[src/verilog/adc_sweep_cfg.svh]
`ifndef ADC_SWEEP_CFG_SVH
`define ADC_SWEEP_CFG_SVH

// Register byte offsets
`define ADDR_W 8
`define OFS_CTRL_A 8'h00
`define OFS_CTRL_B 8'h04
`define OFS_CTRL_C 8'h08
`define OFS_IRQ_STAT 8'h0C
`define OFS_IRQ_MASK 8'h10
`define OFS_STATUS 8'h14
`define OFS_RESULT_BASE 8'h20

// Field positions
`define CA_RUN 0
`define CA_TRG 1
`define CA_REP 2
`define CB_WIDTH_LO 0
`define CB_TEN 2
`define CB_REF 3
`define CC_GROUP_LO 0
`define IRQ_DONE 0

// Reset values
`define CTRL_A_RST 3'h0
`define CTRL_B_RST 4'h0
`define CTRL_C_RST 2'h0
`define IRQ_RST 1'h0

// Timing
`define CLK_PERIOD_NS 100
`define REF_SETTLE_NS 1000
`define REF_SETTLE_CYC ((`REF_SETTLE_NS + `CLK_PERIOD_NS - 1) / `CLK_PERIOD_NS)
`define REF_CNT_W 4
`define CONV_CYC 16
`define RES_W 10

`endif

[src/verilog/adc_sweep_pkg.sv]
package adc_sweep_pkg;
    // Sequencer states
    typedef enum logic [1:0] {idle_st, arm_st, conv_st} sweep_state_e;
    // Control A: run, trigger source, sweep mode
    typedef struct packed {
        logic repeat_mode;
        logic trigger_ext;
        logic run;
    } ctrl_a_s;
    // Control B: reference switch, resolution, width
    typedef struct packed {
        logic ref_connect;
        logic ten_bit;
        logic [1:0] width;
    } ctrl_b_s;
    // Analog multiplexer selection
    typedef struct packed {
        logic [1:0] group;
        logic [2:0] channel;
    } analog_sel_s;
endpackage

[src/verilog/adc_sweep_sequencer.sv]
`timescale 1ns/1ps
`include "adc_sweep_cfg.svh"
module adc_sweep_sequencer #(
    parameter int unsigned CONV_CYC = `CONV_CYC
) (
    // Clock and reset
    input wire logic core_clk,
    input wire logic rst,
    // Register port
    input wire logic [`ADDR_W-1:0] addr,
    input wire logic [31:0] wr_data,
    input wire logic wr_en,
    input wire logic rd_en,
    output logic [31:0] rd_data,
    // Analog front end
    output adc_sweep_pkg::analog_sel_s analog_sel,
    output logic ref_connect,
    output logic sampling,
    input wire logic [`RES_W-1:0] sample_data,
    // External trigger pin
    input wire logic external_trigger_pin,
    // Interrupt
    output logic irq
);
    import adc_sweep_pkg::*;

    ctrl_a_s ctrl_a_reg, ctrl_a_next; // Run, trigger, mode
    ctrl_b_s ctrl_b_reg, ctrl_b_next; // Reference, resolution, width
    logic [1:0] ctrl_c_reg, ctrl_c_next; // Input group select
    logic irq_stat_reg, irq_stat_next; // Sticky sweep-done flag
    logic irq_mask_reg, irq_mask_next; // Interrupt enable
    sweep_state_e state_reg, state_next; // Sequencer state
    logic [2:0] ch_reg, ch_next; // Input being converted
    logic [`RES_W-1:0] result_reg [8]; // conversion_result_regs
    logic [`RES_W-1:0] result_next [8];
    logic [`REF_CNT_W-1:0] ref_cnt_reg, ref_cnt_next; // Reference settle count
    logic [31:0] rd_data_reg, rd_data_next; // Read answer
    logic trig_meta_reg, trig_sync_reg, trig_prev_reg; // Pin synchroniser
    logic trig_fall; // Falling edge seen on the pin
    logic wr_a, wr_b, wr_c; // Control write decodes
    logic run_wr_one, run_wr_zero; // Run bit written high or low
    logic conv_start, conv_abort; // Commands to conversion timer
    logic conv_busy, conv_done; // Timer status
    logic [`RES_W-1:0] conv_result; // Timer result
    logic sweep_end; // Single sweep finished normally
    logic ref_ready; // Reference has settled

    // Last input of the group for a width code
    // width sets last input
    function automatic logic [2:0] last_ch(input logic [1:0] width);
        return {width, 1'b1};
    endfunction

    // Write decodes
    assign wr_a = wr_en && (addr == `OFS_CTRL_A);
    assign wr_b = wr_en && (addr == `OFS_CTRL_B);
    assign wr_c = wr_en && (addr == `OFS_CTRL_C);
    assign run_wr_one = wr_a && wr_data[`CA_RUN];
    assign run_wr_zero = wr_a && !wr_data[`CA_RUN];

    // Trigger pin passes two flops before the edge detector
    always_ff @(posedge core_clk) begin
        if (rst) begin
            trig_meta_reg <= 1'b1;
            trig_sync_reg <= 1'b1;
            trig_prev_reg <= 1'b1;
        end else begin
            trig_meta_reg <= external_trigger_pin;
            trig_sync_reg <= trig_meta_reg;
            trig_prev_reg <= trig_sync_reg;
        end
    end
    assign trig_fall = trig_prev_reg && !trig_sync_reg;

    // Sweep sequencer next-state
    always_comb begin
        state_next = state_reg;
        ch_next = ch_reg;
        conv_start = 1'b0;
        conv_abort = 1'b0;
        sweep_end = 1'b0;
        unique case (state_reg)
            idle_st: begin
                if (run_wr_one) begin
                    // wait for the pin only after run is set
                    if (wr_data[`CA_TRG]) begin
                        state_next = arm_st;
                    end else begin
                        state_next = conv_st;
                        conv_start = 1'b1;
                        ch_next = 3'h0;
                    end
                end
            end
            arm_st: begin
                if (run_wr_zero) begin
                    state_next = idle_st;
                end else if (trig_fall) begin
                    state_next = conv_st;
                    conv_start = 1'b1;
                    ch_next = 3'h0;
                end
            end
            conv_st: begin
                // halt at once, dropping the conversion in flight
                if (run_wr_zero) begin
                    state_next = idle_st;
                    conv_abort = 1'b1;
                end else if (conv_done) begin
                    if (ch_reg == last_ch(ctrl_b_reg.width)) begin
                        if (ctrl_a_reg.repeat_mode) begin
                            ch_next = 3'h0;
                            conv_start = 1'b1;
                        end else begin
                            state_next = idle_st;
                            sweep_end = 1'b1;
                        end
                    end else begin
                        ch_next = ch_reg + 3'h1;
                        conv_start = 1'b1;
                    end
                end
            end
        endcase
    end

    // Sequencer registers
    always_ff @(posedge core_clk) begin
        if (rst) begin
            state_reg <= idle_st;
            ch_reg <= 3'h0;
        end else begin
            state_reg <= state_next;
            ch_reg <= ch_next;
        end
    end

    // Conversion timer for the selected input
    adc_conv_timer #(
        .CONV_CYC(CONV_CYC)
    ) u_timer (
        .core_clk(core_clk),
        .rst(rst),
        .start(conv_start),
        .abort(conv_abort),
        .ten_bit(ctrl_b_reg.ten_bit),
        .sample_data(sample_data),
        .busy(conv_busy),
        .done(conv_done),
        .result(conv_result)
    );

    // Control and interrupt registers next-state
    always_comb begin
        ctrl_a_next = ctrl_a_reg;
        ctrl_b_next = ctrl_b_reg;
        ctrl_c_next = ctrl_c_reg;
        irq_mask_next = irq_mask_reg;
        irq_stat_next = irq_stat_reg;
        if (wr_a) begin
            ctrl_a_next = ctrl_a_s'(wr_data[2:0]);
        end else if (sweep_end && !ctrl_a_reg.trigger_ext) begin
            ctrl_a_next.run = 1'b0;
        end
        if (wr_b) begin
            ctrl_b_next = ctrl_b_s'(wr_data[3:0]);
        end
        // group chooses one of four input groups
        if (wr_c) begin
            ctrl_c_next = wr_data[`CC_GROUP_LO +: 2];
        end
        if (wr_en && addr == `OFS_IRQ_MASK) begin
            irq_mask_next = wr_data[`IRQ_DONE];
        end
        // Write one clears; a new completion in that cycle wins
        if (wr_en && addr == `OFS_IRQ_STAT && wr_data[`IRQ_DONE]) begin
            irq_stat_next = 1'b0;
        end
        if (sweep_end) begin
            irq_stat_next = 1'b1;
        end
    end

    // Control and interrupt registers
    always_ff @(posedge core_clk) begin
        if (rst) begin
            ctrl_a_reg <= ctrl_a_s'(`CTRL_A_RST);
            ctrl_b_reg <= ctrl_b_s'(`CTRL_B_RST);
            ctrl_c_reg <= `CTRL_C_RST;
            irq_stat_reg <= `IRQ_RST;
            irq_mask_reg <= `IRQ_RST;
        end else begin
            ctrl_a_reg <= ctrl_a_next;
            ctrl_b_reg <= ctrl_b_next;
            ctrl_c_reg <= ctrl_c_next;
            irq_stat_reg <= irq_stat_next;
            irq_mask_reg <= irq_mask_next;
        end
    end

    // Results, reference settle count and read answer
    always_comb begin
        result_next = result_reg;
        ref_cnt_next = ref_cnt_reg;
        rd_data_next = 32'h0;
        // result goes to its input's register
        if (conv_done && state_reg == conv_st && !run_wr_zero) begin
            result_next[ch_reg] = conv_result;
        end
        // Settle count restarts on each connect; only a status hint
        if (wr_b && wr_data[`CB_REF] && !ctrl_b_reg.ref_connect) begin
            ref_cnt_next = `REF_CNT_W'(`REF_SETTLE_CYC);
        end else if (ref_cnt_reg != '0) begin
            ref_cnt_next = ref_cnt_reg - 1'b1;
        end
        if (rd_en) begin
            if (addr[7:5] == `OFS_RESULT_BASE >> 5 && addr[1:0] == 2'h0) begin
                rd_data_next = {22'h0, result_reg[addr[4:2]]};
            end else begin
                unique case (addr)
                    `OFS_CTRL_A: rd_data_next = {29'h0, ctrl_a_reg};
                    `OFS_CTRL_B: rd_data_next = {28'h0, ctrl_b_reg};
                    `OFS_CTRL_C: rd_data_next = {30'h0, ctrl_c_reg};
                    `OFS_IRQ_STAT: rd_data_next = {31'h0, irq_stat_reg};
                    `OFS_IRQ_MASK: rd_data_next = {31'h0, irq_mask_reg};
                    `OFS_STATUS: rd_data_next = {25'h0, ch_reg, ref_ready, conv_busy,
                        state_reg == arm_st, state_reg != idle_st};
                    // Unmapped addresses read as zero
                    default: rd_data_next = 32'h0;
                endcase
            end
        end
    end

    // Result and read registers
    always_ff @(posedge core_clk) begin
        if (rst) begin
            for (int i = 0; i < 8; i++) begin
                result_reg[i] <= '0;
            end
            ref_cnt_reg <= '0;
            rd_data_reg <= 32'h0;
        end else begin
            result_reg <= result_next;
            ref_cnt_reg <= ref_cnt_next;
            rd_data_reg <= rd_data_next;
        end
    end

    // Outputs
    assign ref_ready = ctrl_b_reg.ref_connect && (ref_cnt_reg == '0);
    assign rd_data = rd_data_reg;
    assign ref_connect = ctrl_b_reg.ref_connect;
    assign sampling = conv_busy;
    assign analog_sel = '{group: ctrl_c_reg, channel: ch_reg};
    assign irq = irq_stat_reg && irq_mask_reg;
endmodule // adc_sweep_sequencer

[src/verilog/adc_conv_timer.sv]
`timescale 1ns/1ps
`include "adc_sweep_cfg.svh"
module adc_conv_timer #(
    parameter int unsigned CONV_CYC = `CONV_CYC
) (
    // Clock and reset
    input wire logic core_clk,
    input wire logic rst,
    // Control from sequencer
    input wire logic start,
    input wire logic abort,
    input wire logic ten_bit,
    // Comparator front end, same clock
    input wire logic [`RES_W-1:0] sample_data,
    // Result
    output logic busy,
    output logic done,
    output logic [`RES_W-1:0] result
);
    import adc_sweep_pkg::*;
    localparam int unsigned CW = $clog2(CONV_CYC + 1);

    logic [CW-1:0] cnt_reg, cnt_next; // Cycles left in conversion
    logic busy_reg, busy_next; // Conversion in flight
    logic done_reg, done_next; // One-cycle completion pulse
    logic [`RES_W-1:0] result_reg, result_next; // Latched code

    // Next-state for one conversion
    always_comb begin
        cnt_next = cnt_reg;
        busy_next = busy_reg;
        done_next = 1'b0;
        result_next = result_reg;
        // Abort beats start so a halt cannot leave a stray result
        if (abort) begin
            busy_next = 1'b0;
            cnt_next = '0;
        end else if (start) begin
            busy_next = 1'b1;
            cnt_next = CW'(CONV_CYC - 1);
        end else if (busy_reg) begin
            if (cnt_reg == '0) begin
                busy_next = 1'b0;
                done_next = 1'b1;
                result_next = ten_bit ? sample_data : {2'h0, sample_data[`RES_W-1:2]};
            end else begin
                cnt_next = cnt_reg - 1'b1;
            end
        end
    end

    // Register stage
    always_ff @(posedge core_clk) begin
        if (rst) begin
            cnt_reg <= '0;
            busy_reg <= 1'b0;
            done_reg <= 1'b0;
            result_reg <= '0;
        end else begin
            cnt_reg <= cnt_next;
            busy_reg <= busy_next;
            done_reg <= done_next;
            result_reg <= result_next;
        end
    end

    assign busy = busy_reg;
    assign done = done_reg;
    assign result = result_reg;
endmodule // adc_conv_timer

[config.mk]
export PLATFORM = sky130hd
export DESIGN_NAME = adc_sweep_sequencer
export DESIGN_NICKNAME = d
export VERILOG_FILES = /design/src/verilog/adc_sweep_pkg.sv /design/src/verilog/adc_sweep_sequencer.sv /design/src/verilog/adc_conv_timer.sv
export VERILOG_INCLUDE_DIRS = /design/src /design/src/verilog
export SDC_FILE = /design/constraint.sdc
export NUM_CORES = 1
export LEC_CHECK = 0
export ABC_AREA = 1
export BUFFER_PORTS_ARGS = -buffer_cell sky130_fd_sc_hd__buf_4
export CORE_UTILIZATION = 48
export CTS_CLUSTER_SIZE = 14
export DETAILED_ROUTE_END_ITERATION = 7
export PLACE_DENSITY = 0.69
export SETUP_SLACK_MARGIN = 0.2
export SYNTH_ARGS = -nofsm -noshare
export SYNTH_HDL_FRONTEND = slang
export SYNTH_HIERARCHICAL = 1
export SYNTH_SLANG_ARGS = --single-unit
[constraint.sdc]
create_clock -name core_clk -period 2.8 [get_ports core_clk]
set_input_delay 0.28 -clock core_clk [delete_from_list [all_inputs] [get_ports core_clk]]
set_output_delay 0.28 -clock core_clk [all_outputs]
set_load 0.05 [all_outputs]
==> results of run 1 <==
==> cells in the mapped netlist <==
library cell,instances
a211oi_1,4
a21oi_1,109
a22oi_1,13
a311oi_1,1
a31oi_1,2
a41oi_1,1
buf_1,17
buf_2,3
buf_4,23
buf_6,3
buf_8,1
clkbuf_1,28
conb_1,1
dfxtp_1,130
ha_1,6
inv_1,46
inv_2,3
nand2_1,240
nand2_2,3
nand2_4,9
nand3_1,108
nand3_2,2
nand3_4,1
nand3b_1,3
nand3b_4,1
nand4_1,16
nor2_1,66
nor2_2,5
nor2_4,4
nor2_8,1
nor3_1,2
nor3b_1,1
o211ai_1,2
o21a_1,1
o21ai_0,15
o21ai_1,8
o22ai_1,1
or2_1,2
or2_2,5
==> per-layer routing <==
metal	wire, um	part of all wire (%)	global-route usage, %
met2	7310	44	39.1
met1	7630	46	35.0
met3	1240	7.5	5.19
met5	0	0	0
met4	278	1.7	9.06
==> metrics by stage <==
stage          instance area (sq um)  utilization, %  hold WS, ns
6_report                        7170            56.6       0.0450
3_5_place_dp                    6620            52.2        0.399
4_1_cts                         7170            56.6       0.0378
2_1_floorplan                   6340               -        0.349
5_1_grt                         7170            56.6       0.0461
3_3_place_gp                    6620            52.2        0.393
==> placed cells by master (no fill, tap or decap), types with 4 or more instances in the layout <==
cell,Yosys,routed
a211oi_1,4,4
a21oi_1,109,109
a22oi_1,13,13
buf_4,23,62
clkbuf_16,0,17
clkinv_2,0,6
conb_1,1,22
dfxtp_1,130,130
ha_1,6,6
inv_1,46,46
nand2_1,240,240
nand2_4,9,9
nand3_1,108,108
nand4_1,16,16
nor2_1,66,66
nor2_2,5,5
nor2_4,4,4
o21ai_0,15,15
o21ai_1,8,8
or2_2,5,5
==> final cells by class <==
cell class / instances / area, sq um
Clock inverter: 10 / 85.1
Tap cell: 172 / 215
Multi-Input combinational cell: 654 / 3150
Timing Repair Buffer: 62 / 465
Inverter: 49 / 184
Fill cell: 1250 / 5500
Sequential cell: 130 / 2600
Clock buffer: 22 / 464
==> power by group through the flow <==
stage | Sequential (mW) | Clock, mW | Combinational [mW]
after CTS | 1.90 | 2.08 | 0.828
after global routing | 1.90 | 2.17 | 0.921
after global placement | 1.94 | 0 | 0.821
final | 1.90 | 2.07 | 0.830
after detailed placement | 1.94 | 0 | 0.829
after floorplan | 2.01 | 0 | 0.530
==> path summary, 6_finish.rpt <==
check | startpoint | to | slack, ns | cells past startpoint
max reg2reg | ch_reg[2] | u_timer/result[3] | 0.54 | 15
min reg2reg | trig_meta_reg | trig_sync_reg | 0.41 | 1
max | ch_reg[2] | u_timer/result[3] | 0.54 | 15
min | external_trigger_pin | trig_meta_reg | 0.05 | 2
==> critical path, delay by kind of cell (launching register included) <==
family | cells | cell delay, ns
compound gates | 1 | 0.17
buf+inv | 3 | 0.44
flops | 1 | 0.32
simple gates | 11 | 1.25
==> logic make-up after synthesis <==
logic type / after synthesis
other cells: 1
flops: 130
compound gates: 157
buf+inv: 124
fa+ha+maj: 6
simple gates: 469
==> out/metrics.csv, run 1 <==
stage;metric;value;unit
layout;area_delta_synth_final;14.4;%
pwr;powerDensity;670;nW/um^2
timing;fin_ws;0.539;ns
floorplan;io_pins;95;
yosys;netlist_area;6260;sq um
critical_path;critPathRequiredTime;3.12;ns
yosys;yosys.area_share.simple;34.3;%
yosys;syn_inst;887;
routing;final_antenna_net_count;0;
timing;worstMarginPinSlew;0.900;ns
timing;skew;0.00903;ns
yosys;postSynthAreaPerCell;7.06;sq um
clock_tree;cts_hold_buf;0;
clock_tree;cts_setup_buffers;0;
routing;drt_first_pass_iters;7;
yosys;ys_warn_count;6;
yosys;ys_ff_latch;130;
critical_path;crit_path_cell_trace;inv_1 -> nand2_1 -> nand2_1 -> nor2_1 -> nand3_1 -> nand2_1 -> nand2_1 -> nand2_1 -> o21ai_0 -> inv_2 -> nand3b_4 -> nor2_4 -> inv_2 -> nor2_1 -> nor2_1;
pwr;clockPowerShare;43.2;%
clock_tree;cts_tree;built;
yosys;ys_top_cells_by_area;dfxtp_1, nand2_1, a21oi_1, nand3_1, nor2_1;
yosys;synthXorXnorAreaFrac;0;%
timing;period_needed;2.26;ns
yosys;ys_seq_area_share;41.5;%
placed_design;dpl.hpwl;10.8;mm
clock_tree;post_cts_resized;0;
outcome;status;finished clean;
yosys;synthMuxAreaShare;0;%
placed_design;gp_congestion;0.859;
timing;slew_headroom;39.8;%
timing;final_max_slew_viol_count;0;
pwr;peakVddDrop;317;uV
job;max_cap_violations;0;
clock_tree;cts_made_buffers;17;
floorplan;core.rowCount;41;
floorplan;die-area;13500;sq um
placed_design;post-place-ws;0.324;ns
yosys;synth-compound-area-share;13.5;%
yosys;synth_top_family_by_area;simple AND/OR/NAND/NOR gates;
global_route;grt_util_all_layers;25.3;%
yosys;synth_fa_ha_area_share;1.20;%
pwr;p_sw_share;30.0;%
timing;fmax;0.442;GHz
floorplan;die_width;116;um
clock_tree;clk_latency;0.42;ns
timing;tns;0;ns
global_route;overflow;0;
floorplan;core-area;12700;sq um
timing;hold_viol_final;0;
clock_tree;clockBufferDepth;2;
global_route;grt_pass1_vias;5081;
yosys;synth.distinct_cells;39;
routing;drtIter0Drc;498;
placed_design;dp.cells;1067;
timing;fin_crit_sh;80.7;%
layout;nNetsFinal;975;
critical_path;crit_slowest_cell;dfxtp_1;
global_route;grt_antenna_before_repair;0;
routing;num_vias;5907;
clock_tree;cts.clk_slew.worst_paths;0.06;ns
routing;wire_per_inst;15.0;um
global_route;grt_pass1_wl;26.0;mm
clock_tree;cts_root_buffer;clkbuf_16;
layout;n_antenna_cell;0;
layout;drive_above_1_share;13.5;%
pwr;report.power.total;4.80;mW
worst_hold_path;min_path_type;in2reg;
timing;setup_viol_count_final;0;
pwr;seq_power_share;39.6;%
critical_path;startpoint_type;flip-flop;
critical_path;worstSetupEndpointType;flip-flop;
pwr;p_leak;2.89;nW
routing;drcViolationCount;0;
critical_path;cpPeakStageDelay;0.32;ns
pwr;pwr-share-comb;17.3;%
critical_path;critPathArrivalTime;2.58;ns
placed_design;portBuffers;44;
clock_tree;cts.sinks;130;
routing;via_per_inst;5.37;
floorplan;start_util;49.4;%
critical_path;crit_fanout;11;
pwr;p_sw;1.44;mW
floorplan;die_y;116;um
routing;wl;16.5;mm
global_route;grt_max_degree;74;
critical_path;path_common_cell;nand2_1;
yosys;yosysTopAreaCellShare;41.5;%
critical_path;path_class;reg2reg;
layout;final-instance-count-excl-fill;1099;
pwr;internal-power;3.36;mW
clock_tree;h-tree-depth;4;
layout;largest_reg_flops;80;
timing;rsz0062_at_grt;no;
yosys;yosys.area.top_type;dfxtp_1;
No activity file was read; power rests on OpenSTA's default activity.
==> run 2: changes to the inputs <==
==> constraint.sdc (replaced) <==
create_clock -name core_clk -period 2.2 [get_ports core_clk]
set_input_delay 0.22 -clock core_clk [delete_from_list [all_inputs] [get_ports core_clk]]
set_output_delay 0.22 -clock core_clk [all_outputs]
set_load 0.05 [all_outputs]
==> run 2 against run 1 <==
  * Clock power is 36% higher
  * Clock skew is 0.0025 ns lower
  * Sequential share of layout area is 0.76 points lower
  * Flip-flop and latch count stayed put
  * Combinational power is 27% higher
  * Worst hold slack better by 0.031 ns
  * Critical path type unchanged
  * Critical path depth stayed put
  * Global-route usage is 0.87 points higher
  * Register-to-register slack worse by 0.14 ns
  * Non-clock buffer count is 11 higher
  * Maximum frequency is 25% higher
  * Setup slack worse by 0.14 ns
==> out/metrics.csv, run 2 (synthesized netlist as in run 1, its figures left out) <==
stage;metric;value;unit
outcome;status;finished clean;
routing;drcViolationCount;0;
floorplan;die-area;13500;sq um
clock_tree;h-tree-depth;4;
timing;worstMarginPinSlew;0.789;ns
clock_tree;cts_made_buffers;17;
clock_tree;clk_latency;0.42;ns
critical_path;crit_path_cell_trace;inv_1 -> nand2_1 -> nand2_1 -> nor2_2 -> nand3_1 -> nand2_1 -> nand2_1 -> nand2_1 -> o21ai_1 -> inv_2 -> nand3b_4 -> nor2_4 -> buf_6 -> nand3_2 -> a21oi_1;
global_route;overflow;0;
routing;wire_per_inst;15.2;um
timing;skew;0.00651;ns
critical_path;critPathRequiredTime;2.55;ns
pwr;report.power.total;6.34;mW
critical_path;critical_path_depth;15;
layout;largest_reg_flops;80;
placed_design;portBuffers;44;
critical_path;crit_path_end;u_timer/result[8];
layout;layout_commonest_cell;nand2_1;
timing;rsz0062_at_grt;yes;
placed_design;dpl.hpwl;10.9;mm
layout;final-instance-count-excl-fill;1110;
layout;design_area;7350;sq um
floorplan;die_width;116;um
global_route;grt_antenna_before_repair;0;
routing;wl;16.8;mm
critical_path;worstSetupStartpoint;ch_reg[2];
worst_hold_path;min_path_type;in2reg;
layout;nNetsFinal;986;
clock_tree;cts_tree;built;
critical_path;path_common_cell;nand2_1;
layout;area_delta_synth_final;17.3;%
floorplan;die_y;116;um
routing;drt_first_pass_iters;5;
critical_path;path_class;reg2reg;
clock_tree;cts.sinks;130;
routing;final_antenna_net_count;0;
critical_path;r2r_start;ch_reg[2];
floorplan;core-area;12700;sq um
layout;n_antenna_cell;0;
global_route;grt_pass1_vias;5306;
timing;hold_viol_final;0;
timing;slew_headroom;47.4;%
floorplan;start_util;49.4;%
floorplan;io_pins;95;
critical_path;rrSetupSlack;0.40;ns
placed_design;post-place-ws;0.0736;ns
timing;period_needed;1.80;ns
placed_design;dp.cells;1077;
routing;drtIter0Drc;572;
critical_path;cp_top_family;simple AND/OR/NAND/NOR gates;
job;max_cap_violations;0;
critical_path;critPathArrivalTime;2.15;ns
layout;drive_above_1_share;15.2;%
timing;tns;0;ns
routing;num_vias;5967;
placed_design;gp_congestion;0.874;
critical_path;r2r_cells;15;
critical_path;worst-path-buf-inv;3;
pwr;powerDensity;862;nW/um^2
clock_tree;clockBufferDepth;2;
critical_path;startpoint_type;flip-flop;
timing;setup_viol_count_final;0;
pwr;peakVddDrop;427;uV
floorplan;core.rowCount;41;
critical_path;cpPeakStageDelay;0.39;ns
global_route;grt_util_all_layers;26.2;%
critical_path;worstSetupEndpointType;flip-flop;
critical_path;rr_endpoint;u_timer/result[8];
routing;via_per_inst;5.38;
global_route;grt_pass1_wl;26.9;mm
layout;layout_common_cells;nand2_1, dfxtp_1, a21oi_1;
clock_tree;cts.clk_slew.worst_paths;0.05;ns
timing;fmax;0.555;GHz
clock_tree;cts_root_buffer;clkbuf_16;
timing;fin_crit_sh;81.9;%
timing;fin_ws;0.398;ns
pwr;p_leak;2.97;nW
critical_path;crit_slowest_cell;dfxtp_4;
global_route;grt_max_degree;89;
placed_design;placed_area;6740;sq um
critical_path;crit_fanout;10;
clock_tree;cts_setup_buffers;0;
timing;final_max_slew_viol_count;0;
[run 2: worst min path at each step]
stage / startpoint / end / slack [ns] / cells after the start
2_1_floorplan: rst / u_timer/result[8] / 0.29 / 1
3_3_place_gp: trig_meta_reg / trig_sync_reg / 0.39 / 1
3_5_place_dp: trig_meta_reg / trig_sync_reg / 0.40 / 1
4_1_cts: sample_data[9] / u_timer/result[9] / 0.07 / 3
5_1_grt: sample_data[9] / u_timer/result[9] / 0.07 / 3
6_report: sample_data[9] / u_timer/result[9] / 0.08 / 3
[run 2: cell type report]
cell class	instances	area (sq um)
Clock buffer	24	493
Clock inverter	8	98.8
Fill cell	1204	5320
Inverter	49	184
Multi-Input combinational cell	654	3180
Sequential cell	130	2610
Tap cell	172	215
Timing Repair Buffer	73	567
[run 2: timing repair]
item | 4_1_cts | 5_1_grt
resized for setup | 0 | 6
hold endpoints to repair | 1 | 0
hold buffers | 1 | 0
endpoints found under the setup margin | 0 | 15
[run 2: power breakdown]
group | internal, mW | switching [mW]
sequential | 2.41 | 0.0668
combinational | 0.296 | 0.755
clock | 1.79 | 1.02
[run 2: layer usage]
metal  GRT usage (%)  wire (um)
met5               0          0
met4            10.4        327
met3            4.88       1140
met1            35.2       7810
met2            41.6       7570
[run 2: worst min-delay path, stage by stage]
cell,delay [ns]
buf_4,0.12
nand3_2,0.06
a21oi_1,0.05
[run 2: through the flow]
step           utilization, %  hold slack (ns)
6_report                 58.0           0.0760
3_3_place_gp             53.2            0.391
3_5_place_dp             53.2            0.397
4_1_cts                  57.9           0.0654
2_1_floorplan               -            0.289
5_1_grt                  58.0           0.0726
